$ cat src/perfsel_pkg.sv
// Constants and types shared by the event-select counter block.
// Assumes a 32-bit Avalon-MM register bus and a core clock pipeline.
package perfsel_pkg;

  // Event codes and unit masks of the countable selections.
  localparam logic [7:0] PERFSEL_EV_SEG_RENAME = 8'hD5;
  localparam logic [7:0] PERFSEL_EV_RES_STALL = 8'hDC;
  localparam logic [7:0] PERFSEL_EV_BR_DECODED = 8'hE0;
  localparam logic [7:0] PERFSEL_EV_FALSE_BR = 8'hE4;
  localparam logic [7:0] PERFSEL_EV_RESTEER = 8'hE6;
  localparam logic [7:0] PERFSEL_EV_PREF_UP = 8'hF0;
  localparam logic [7:0] PERFSEL_EV_PREF_DN = 8'hF8;
  localparam logic [7:0] PERFSEL_UM_NONE = 8'h00;
  localparam logic [7:0] PERFSEL_UM_GS = 8'h08;
  localparam logic [7:0] PERFSEL_UM_SEG_ANY = 8'h0F;
  localparam logic [7:0] PERFSEL_UM_RETQ_FULL = 8'h01;
  localparam logic [7:0] PERFSEL_UM_ISSQ_FULL = 8'h02;
  localparam logic [7:0] PERFSEL_UM_LDST = 8'h04;
  localparam logic [7:0] PERFSEL_UM_FPCW = 8'h08;
  localparam logic [7:0] PERFSEL_UM_MISPRED = 8'h10;
  localparam logic [7:0] PERFSEL_UM_STALL_ANY = 8'h1F;

  // Register byte offsets.
  localparam logic [4:0] PERFSEL_OFS_CTRL = 5'h00;
  localparam logic [4:0] PERFSEL_OFS_COUNT = 5'h04;
  localparam logic [4:0] PERFSEL_OFS_STATUS = 5'h08;
  localparam logic [4:0] PERFSEL_OFS_IRQ_CLR = 5'h0C;
  localparam logic [4:0] PERFSEL_OFS_IRQ_EN = 5'h10;

  // Control field positions and reset values.
  localparam int PERFSEL_CTRL_EV_LSB = 0;
  localparam int PERFSEL_CTRL_UM_LSB = 8;
  localparam int PERFSEL_CTRL_EN_BIT = 16;
  localparam logic [31:0] PERFSEL_CTRL_RST = 32'h0000_0000;
  localparam logic [31:0] PERFSEL_COUNT_RST = 32'h0000_0000;

  // Status bit positions: counter wrap and enabled with an unknown selection.
  localparam int PERFSEL_ST_WRAP = 0;
  localparam int PERFSEL_ST_BADSEL = 1;
  localparam int PERFSEL_ST_W = 2;

  // Span trackers: load limit, store limit, mispredict recovery.
  localparam int PERFSEL_SPAN_LOAD = 0;
  localparam int PERFSEL_SPAN_STORE = 1;
  localparam int PERFSEL_SPAN_RECOV = 2;
  localparam int PERFSEL_SPAN_N = 3;

  // Pipeline condition signals, all synchronous to the core clock.
  typedef struct packed {
    logic [3:0] seg_rename;          // One bit each for ES, DS, FS, GS (bit 3).
    logic retire_queue_full;         // Level.
    logic issue_queue_full;          // Level.
    logic load_limit_hit;            // Pulse: in-flight loads reached the limit.
    logic load_retired;              // Pulse: a load retired.
    logic store_limit_hit;           // Pulse: in-flight stores reached the limit.
    logic store_committed;           // Pulse: a store committed its data.
    logic fence_wait;                // Level: waiting for all earlier stores.
    logic float_cw_stall;            // Level.
    logic mispredict_detect;         // Pulse at execution.
    logic mispredict_drained;        // Pulse: branch and older micro-ops retired.
    logic branch_decoded;            // Pulse.
    logic false_branch;              // Pulse.
    logic frontend_resteer;          // Pulse.
    logic upward_prefetch;           // Pulse.
    logic downward_prefetch;         // Pulse.
  } perfsel_cond_t;

  // Avalon-MM slave request.
  typedef struct packed {
    logic [4:0] address;
    logic read;
    logic write;
    logic [31:0] writedata;
    logic [3:0] byteenable;
  } perfsel_avm_req_t;

endpackage

$ cat src/perfsel_span.sv
// One stall span tracker: starts on a pulse, holds until an end pulse.
// Assumes start and stop pulses are synchronous to the core clock.
`timescale 1ns/100ps
module perfsel_span (
  // Clock and reset.
  input wire logic core_clk,
  input wire logic rst_b,
  // Span edges.
  input wire logic start,
  input wire logic stop,
  // Span state, including the start cycle itself.
  output logic active
);

  logic held_r;

  // A start in the same cycle as a stop keeps the span open, so no stall is lost.
  always_ff @(posedge core_clk or negedge rst_b) begin
    if (!rst_b) begin
      held_r <= 1'b0;
    end else if (start) begin
      held_r <= 1'b1;
    end else if (stop) begin
      held_r <= 1'b0;
    end
  end

  // The stop cycle still counts, since the stall lasts until that edge.
  assign active = start | held_r;

endmodule

$ cat src/perfsel_top.sv
// Performance counter with event selection over pipeline conditions.
// Assumes pipeline condition inputs are synchronous to core_clk and an
// Avalon-MM master that holds each request until waitrequest is low.
//
// Functional notes
// - Code D5H, mask 08H: count each GS segment rename.
// - Code D5H, mask 0FH: count each ES, DS, FS or GS rename.
// - Code DCH, mask 01H: count cycles with the retire queue full.
// - Code DCH, mask 02H: count cycles with the issue queue full.
// - Code DCH, mask 04H: count load-limit stall cycles until a load retires.
// - Same selection counts store-limit stall cycles until a store commits.
// - Same selection counts cycles waiting for all earlier stores to commit.
// - Code DCH, mask 08H: count cycles stalled by float control word writes.
// - Code DCH, mask 10H: count cycles from mispredict until older micro-ops retire.
// - Code DCH, mask 1FH: count cycles with any of the five stalls.
// - Code E0H, mask 00H: count each decoded branch.
// - Code E4H, mask 00H: count bytes wrongly seen as taken branches.
// - Code E6H, mask 00H: count each front-end resteer.
// - Code F0H, mask 00H: count upward prefetch requests to the second cache.
// - Code F8H, mask 00H: count downward prefetch requests to the second cache.
// - An issued prefetch is never cancelled, so issue alone is counted.
//
// Decided for this implementation: the register offsets and the Avalon-MM register port.
`timescale 1ns/100ps
module perfsel_top
  import perfsel_pkg::*;
#(
  parameter int CNT_W = 32
) (
  // Clock and reset.
  input wire logic core_clk,
  input wire logic rst_b,
  // Avalon-MM slave.
  input wire logic [4:0] avs_address,
  input wire logic avs_read,
  input wire logic avs_write,
  input wire logic [31:0] avs_writedata,
  input wire logic [3:0] avs_byteenable,
  output logic [31:0] avs_readdata,
  output logic avs_waitrequest,
  // Pipeline conditions.
  input wire perfsel_cond_t cond,
  // Interrupt.
  output logic irq
);

  perfsel_avm_req_t req;
  logic [31:0] ctrl_r;
  logic [CNT_W-1:0] count_r;
  logic [PERFSEL_ST_W-1:0] status_r;
  logic [PERFSEL_ST_W-1:0] irq_en_r;
  logic wait_r;
  logic [31:0] rdata_r;
  logic irq_r;
  logic [7:0] ev_code;
  logic [7:0] umask;
  logic count_en;
  logic [PERFSEL_SPAN_N-1:0] span_start;
  logic [PERFSEL_SPAN_N-1:0] span_stop;
  logic [PERFSEL_SPAN_N-1:0] span_act;
  logic ldst_stall;
  logic any_stall;
  logic [2:0] inc;
  logic sel_known;
  logic [CNT_W:0] count_sum;
  logic acc_now;
  logic wr_ctrl;
  logic wr_count;
  logic wr_irq_clr;
  logic wr_irq_en;
  logic [PERFSEL_ST_W-1:0] st_set;

  // Merge write data into an old word under the byte enables.
  function automatic logic [31:0] be_merge(input logic [31:0] old_v,
                                           input logic [31:0] new_v,
                                           input logic [3:0] be);
    logic [31:0] res;
    res = old_v;
    for (int i = 0; i < 4; i++) begin
      if (be[i]) begin
        res[i*8 +: 8] = new_v[i*8 +: 8];
      end
    end
    return res;
  endfunction

  // Gather the bus request into one carrier.
  assign req = '{address: avs_address, read: avs_read, write: avs_write,
                 writedata: avs_writedata, byteenable: avs_byteenable};

  // Decode of the programmed selection.
  assign ev_code = ctrl_r[PERFSEL_CTRL_EV_LSB +: 8];
  assign umask = ctrl_r[PERFSEL_CTRL_UM_LSB +: 8];
  assign count_en = ctrl_r[PERFSEL_CTRL_EN_BIT];

  // Span edges for the loads, stores and mispredict recovery trackers.
  assign span_start[PERFSEL_SPAN_LOAD] = cond.load_limit_hit;
  assign span_stop[PERFSEL_SPAN_LOAD] = cond.load_retired;
  assign span_start[PERFSEL_SPAN_STORE] = cond.store_limit_hit;
  assign span_stop[PERFSEL_SPAN_STORE] = cond.store_committed;
  assign span_start[PERFSEL_SPAN_RECOV] = cond.mispredict_detect;
  assign span_stop[PERFSEL_SPAN_RECOV] = cond.mispredict_drained;

  // One tracker per stall span; all three behave alike.
  generate
    for (genvar g = 0; g < PERFSEL_SPAN_N; g++) begin : g_span
      perfsel_span u_span (
        .core_clk(core_clk),
        .rst_b(rst_b),
        .start(span_start[g]),
        .stop(span_stop[g]),
        .active(span_act[g])
      );
    end
  endgenerate

  // Load/store stall combines both limits and the wait for store commit.
  assign ldst_stall = span_act[PERFSEL_SPAN_LOAD] | span_act[PERFSEL_SPAN_STORE]
                      | cond.fence_wait;

  // Any resource stall is one count per cycle, however many hold at once.
  assign any_stall = cond.retire_queue_full | cond.issue_queue_full | ldst_stall
                     | cond.float_cw_stall | span_act[PERFSEL_SPAN_RECOV];

  // Increment for the current cycle; unknown selections add nothing.
  always_comb begin
    inc = 3'd0;
    sel_known = 1'b1;
    if (ev_code == PERFSEL_EV_SEG_RENAME && umask == PERFSEL_UM_GS) begin
      inc = {2'd0, cond.seg_rename[3]};
    end else if (ev_code == PERFSEL_EV_SEG_RENAME && umask == PERFSEL_UM_SEG_ANY) begin
      inc = 3'(cond.seg_rename[0]) + 3'(cond.seg_rename[1])
            + 3'(cond.seg_rename[2]) + 3'(cond.seg_rename[3]);
    end else if (ev_code == PERFSEL_EV_RES_STALL) begin
      unique case (umask)
        PERFSEL_UM_RETQ_FULL: begin
          inc = {2'd0, cond.retire_queue_full};
        end
        PERFSEL_UM_ISSQ_FULL: begin
          inc = {2'd0, cond.issue_queue_full};
        end
        PERFSEL_UM_LDST: begin
          inc = {2'd0, ldst_stall};
        end
        PERFSEL_UM_FPCW: begin
          inc = {2'd0, cond.float_cw_stall};
        end
        PERFSEL_UM_MISPRED: begin
          inc = {2'd0, span_act[PERFSEL_SPAN_RECOV]};
        end
        PERFSEL_UM_STALL_ANY: begin
          inc = {2'd0, any_stall};
        end
        default: begin
          sel_known = 1'b0;
        end
      endcase
    end else if (umask != PERFSEL_UM_NONE) begin
      sel_known = 1'b0;
    end else if (ev_code == PERFSEL_EV_BR_DECODED) begin
      inc = {2'd0, cond.branch_decoded};
    end else if (ev_code == PERFSEL_EV_FALSE_BR) begin
      inc = {2'd0, cond.false_branch};
    end else if (ev_code == PERFSEL_EV_RESTEER) begin
      inc = {2'd0, cond.frontend_resteer};
    end else if (ev_code == PERFSEL_EV_PREF_UP) begin
      inc = {2'd0, cond.upward_prefetch};
    end else if (ev_code == PERFSEL_EV_PREF_DN) begin
      inc = {2'd0, cond.downward_prefetch};
    end else begin
      sel_known = 1'b0;
    end
  end

  // Bus access strobes: an access takes effect when waitrequest is low.
  assign acc_now = (req.read | req.write) & ~wait_r;
  assign wr_ctrl = acc_now & req.write & (req.address == PERFSEL_OFS_CTRL);
  assign wr_count = acc_now & req.write & (req.address == PERFSEL_OFS_COUNT);
  assign wr_irq_clr = acc_now & req.write & (req.address == PERFSEL_OFS_IRQ_CLR);
  assign wr_irq_en = acc_now & req.write & (req.address == PERFSEL_OFS_IRQ_EN);

  // Waitrequest drops for one cycle, one cycle after a request appears.
  always_ff @(posedge core_clk or negedge rst_b) begin
    if (!rst_b) begin
      wait_r <= 1'b1;
    end else begin
      wait_r <= ~((req.read | req.write) & wait_r);
    end
  end

  // Read data is latched as waitrequest drops; unmapped offsets read zero.
  always_ff @(posedge core_clk or negedge rst_b) begin
    if (!rst_b) begin
      rdata_r <= 32'h0000_0000;
    end else if (req.read & wait_r) begin
      unique case (req.address)
        PERFSEL_OFS_CTRL: begin
          rdata_r <= ctrl_r;
        end
        PERFSEL_OFS_COUNT: begin
          rdata_r <= 32'(count_r);
        end
        PERFSEL_OFS_STATUS: begin
          rdata_r <= 32'(status_r);
        end
        PERFSEL_OFS_IRQ_EN: begin
          rdata_r <= 32'(irq_en_r);
        end
        default: begin
          rdata_r <= 32'h0000_0000;
        end
      endcase
    end
  end

  // Selection and enable; only code, mask and enable bits are kept.
  always_ff @(posedge core_clk or negedge rst_b) begin
    if (!rst_b) begin
      ctrl_r <= PERFSEL_CTRL_RST;
    end else if (wr_ctrl) begin
      ctrl_r <= be_merge(ctrl_r, req.writedata, req.byteenable) & 32'h0001_FFFF;
    end
  end

  // The counter sum carries one extra bit to detect a wrap.
  assign count_sum = {1'b0, count_r} + (CNT_W+1)'(inc);

  // A software preset wins over an event in the same cycle.
  always_ff @(posedge core_clk or negedge rst_b) begin
    if (!rst_b) begin
      count_r <= CNT_W'(PERFSEL_COUNT_RST);
    end else if (wr_count) begin
      count_r <= CNT_W'(be_merge(32'(count_r), req.writedata, req.byteenable));
    end else if (count_en & sel_known) begin
      count_r <= count_sum[CNT_W-1:0];
    end
  end

  // Status events: counter wrap, and counting enabled on an unknown selection.
  assign st_set[PERFSEL_ST_WRAP] = ~wr_count & count_en & sel_known & count_sum[CNT_W];
  assign st_set[PERFSEL_ST_BADSEL] = count_en & ~sel_known;

  // Sticky status; a new event beats a clear in the same cycle.
  always_ff @(posedge core_clk or negedge rst_b) begin
    if (!rst_b) begin
      status_r <= '0;
    end else if (wr_irq_clr) begin
      status_r <= (status_r & ~req.writedata[PERFSEL_ST_W-1:0]) | st_set;
    end else begin
      status_r <= status_r | st_set;
    end
  end

  // Interrupt enable mask.
  always_ff @(posedge core_clk or negedge rst_b) begin
    if (!rst_b) begin
      irq_en_r <= '0;
    end else if (wr_irq_en & req.byteenable[0]) begin
      irq_en_r <= req.writedata[PERFSEL_ST_W-1:0];
    end
  end

  // Registered interrupt keeps the output glitch free at one cycle of lag.
  always_ff @(posedge core_clk or negedge rst_b) begin
    if (!rst_b) begin
      irq_r <= 1'b0;
    end else begin
      irq_r <= |(status_r & irq_en_r);
    end
  end

  assign avs_waitrequest = wait_r;
  assign avs_readdata = rdata_r;
  assign irq = irq_r;

endmodule

$ cat config.mk
export PLATFORM = sky130hd
export DESIGN_NAME = perfsel_top
export DESIGN_NICKNAME = d
export VERILOG_FILES = /design/src/perfsel_pkg.sv /design/src/perfsel_span.sv /design/src/perfsel_top.sv
export SDC_FILE = /design/constraint.sdc
export NUM_CORES = 1
export LEC_CHECK = 0
export BUFFER_PORTS_ARGS = -buffer_cell sky130_fd_sc_hd__buf_4
export CAP_MARGIN = 20
export CORE_UTILIZATION = 52
export CTS_BUF_LIST = sky130_fd_sc_hd__clkbuf_2 sky130_fd_sc_hd__clkbuf_4 sky130_fd_sc_hd__clkbuf_8
export CTS_CLUSTER_SIZE = 28
export DETAILED_ROUTE_END_ITERATION = 8
export HOLD_SLACK_MARGIN = 0.03
export PLACE_DENSITY = 0.79
export SETUP_SLACK_MARGIN = 0.3
export SYNTH_ARGS = -nofsm -noshare
export SYNTH_HDL_FRONTEND = slang
export SYNTH_SLANG_ARGS = --single-unit
export TNS_END_PERCENT = 20
$ cat constraint.sdc
create_clock -name core_clk -period 4.1 [get_ports core_clk]
set_input_delay 0.82 -clock core_clk [delete_from_list [all_inputs] [get_ports core_clk]]
set_output_delay 0.82 -clock core_clk [all_outputs]
set_load 0.02 [all_outputs]
==> results.yml <==
logic_synthesis:
  synth_top_area_frac: 0.432
  synth_top_area_cell: "dfrtp_1"
  async_reset_ff_frac: 1.00
  synth_nets: 647
  yosysMostFrequentCell: "nand2_1"
  netlist_instances: 576
  ys_ff_latch: 90
  synth.avg_cell_area_um2: 8.95
  synth-edff-count: 0
  synth_area_leaders: "dfrtp_1 (43%), nand2_1 (6.6%), mux2_2 (4.8%)"
  synthFlopType: "dfrtp_1"
  syn_area_mm2: 0.00515
  synth-warning-count: 0
  ys_seq_area_frac: 0.437
  synth_common_cells: "nand2_1 (91), dfrtp_1 (89), o21ai_0 (41)"
  synthDistinctLibCells: 66
worst_setup_path:
  critical_path_class: "primary input to flip-flop"
  rrSetupSlack_ps: 300
  arrival_ps: 4190
  critPathSlowestCell: "or4_4"
  reg2reg_from: "ctrl_r[15]$_DFFE_PN0P_"
  r2r_end: "count_r[24]$_DFFE_PN0P_"
  cp.required_ps: 4400
  crit_path_end_kind: "flip-flop"
  critPathTopFamily: "simple AND/OR/NAND/NOR gates"
  start_kind: "primary input"
  path_cells: "buf_4 > fa_1 > ha_1 > nand4_1 > o21a_1 > nor2_1 > a21oi_1 > a21oi_2 > ha_2 > inv_1 > fa_2 > nand2b_4 > a21oi_4 > nand3_2 > or4_4 > or4_1 > nand3_1"
  critical_path_buf_inv_count: 2
  rr_worst_depth: 14
  crit_path_max_incr_delay_ps: 520
  path_max_fanout: 2
global_route:
  grt.total_usage: 0.289
  grt_max_degree: 73
  grt_pass1_vias: 4756
  grt_overflow_total: 0
  antenna_found_initial: 0
  grt_pass1_wl_um: 23200
power_and_ir_drop:
  p_seq_frac: 0.504
  powerDensity_mw_per_mm2: 315
  power_frac_clock: 0.357
  p_leak_nw: 2.79
  switching_power_w: 0.000548
  pwr-share-comb: 0.139
  switching_share: 0.275
  max-vdd-ir-drop_mv: 0.203
  intPower_w: 0.00144
clock_network:
  holdBufCountCts: 0
  cts_tree: "done"
  clockRootBuffer: "clkbuf_8"
  clkSinkCount: 90
  cts_made_buffers: 9
  cts.clk_slew.worst_paths_ps: 90
  post_cts_buffers: 0
  htree_levels: 3
  clockBufferDepth: 2
  clk_latency_ps: 370
route:
  drtIter0Drc: 412
  vias: 5052
  wl_per_cell_um: 18.0
  totalWireLength_um: 14500
  drc_errors: 0
  drt-pass1-iter-count: 5
  ant_nets: 0
  viasPerCell: 6.31
place:
  dp_cells: 785
  dpl_worst_slack_ps: -186
  hpwl_um: 10600
  numPortBuffers: 97
  gp_congestion: 0.943
status:
  status: "completed"
floorplanning:
  dieWidth_um: 102
  core_region_area_mm2: 0.00942
  die-area_mm2: 0.0103
  rows: 35
  fp.dieH_um: 102
  ios: 98
  initial_utilization: 0.548
timing:
  hold_slack_ps: 485
  max_slew_margin: 0.371
  timing.final.crit_period_ps: 3890
  setup_viol: 0
  setup_ws_ps: 207
  finalHoldViolCount: 0
  period_share: 0.949
  skew_ps: 12.5
  worst_pin_slew_ps: 944
  tns_ps: 0
  grt_setup_unrepaired: "yes"
  max_freq_mhz: 257
  slew_viol_final: 0
layout:
  fin_util: 0.671
  fin_nets: 738
  diodes: 0
  area_growth_pct: 22.5
  fin_cells: 801
  drive_above_1_share: 0.251
hold_path:
  min_path_cells: 2
  min_from: "avs_readdata[29]$_DFFE_PN0P_"
  hold_end: "avs_readdata[29]$_DFFE_PN0P_"
  hp-class: "flip-flop to flip-flop"
job:
  cap_violations: 0
==> cells by family (layout without fill, tap and decap cells) <==
logic type / Yosys count / after routing / synth area share
and+or+nand+nor: 243 / 243 / 0.233
AOI/OAI and AO/OA: 158 / 158 / 0.212
DFF: 90 / 90 / 0.437
buffers and inverters: 49 / 145 / 0.0369
muxes: 25 / 25 / 0.0539
adders and majority gates: 8 / 8 / 0.0218
xor gates and xnor gates: 3 / 3 / 0.00510
==> registers in the layout (all words and copies together) (netlist names) <==
register,cells
ctrl_r,17
count_r,32
avs_waitrequest,1
avs_readdata,32
irq,1
status_r,2
irq_en_r,2
g_span.u_span.held_r,3
==> metal layers <==
metal | global-route usage | vias up | wire (µm)
li1 | - | 2311 | -
met1 | 0.394 | 2449 | 6190
met2 | 0.469 | 260 | 7020
met3 | 0.0504 | 32 | 982
met4 | 0.0948 | 0 | 264
met5 | 0 | - | 0
==> layout by cell type, fill, tap and decap left out, drive strengths merged, types with 3 or more instances in the layout <==
master	count
clkbuf	11
nor2	34
a2bb2oi	4
a22o	4
and4	6
buf	114
o21ai	42
o22a	4
ha	5
a22oi	15
nand2	91
nand4	11
xnor2	3
or3	5
o31ai	4
a21oi	22
inv	16
o22ai	3
o211ai	9
o211a	3
mux2i	3
and3	10
nand3	23
and2	11
o311ai	5
dfrtp	89
or4	5
a21o	7
a31oi	7
o21a	5
nor4	10
nand2b	6
a211oi	6
mux2	22
nor2b	4
nor3	18
==> worst min-delay path: cells and delay by family, from the launching register on <==
family	cells	cell delay (ps)
simple gates	1	50
compound gates	1	60
flops	1	350
==> repair_timing <==
| item | 4_1_cts | 5_1_grt |
|---|---|---|
| pin swaps | 0 | 2 |
| setup endpoints to repair | 2 | 8 |
| gates resized for setup | 2 | 3 |
| gates cloned | 0 | 0 |
==> cell type report <==
class,instances,area (µm²)
clock inverter,5,86.3
inverter,15,56.3
fill,770,3100
multi-input combinational,437,2760
clock buffer,11,145
timing repair buffer,114,856
sequential,90,2250
tap,129,161
==> power groups by stage <==
stage / Combinational (W) / Sequential, W / Clock [W]
2_1_floorplan: 0.000156 / 0.000997 / 0
3_3_place_gp: 0.000263 / 0.00101 / 0
3_5_place_dp: 0.000273 / 0.00102 / 0
4_1_cts: 0.000275 / 0.000999 / 0.000712
5_1_grt: 0.000305 / 0.00101 / 0.000747
6_report: 0.000277 / 0.00100 / 0.000711
==> through the flow <==
step / total power, W / cell area [µm²]
finish: 0.00199 / 6320
global route: 0.00206 / 6320
CTS: 0.00199 / 6300
detailed placement: 0.00129 / 6070
global placement: 0.00128 / 6070
floorplan: 0.00115 / 5180
==> worst max-delay path by stage <==
stage / from / to / slack (ps) / cells after the start
after floorplan: cond[15] / count_r[24]$_DFFE_PN0P_ / 4 / 16
after global placement: cond[15] / count_r[24]$_DFFE_PN0P_ / -140 / 17
after detailed placement: cond[15] / count_r[24]$_DFFE_PN0P_ / -190 / 17
after CTS: cond[15] / count_r[24]$_DFFE_PN0P_ / 190 / 17
after global routing: cond[15] / count_r[24]$_DFFE_PN0P_ / 70 / 17
final: cond[15] / count_r[24]$_DFFE_PN0P_ / 210 / 17
Power figures use the tool's default switching activity.
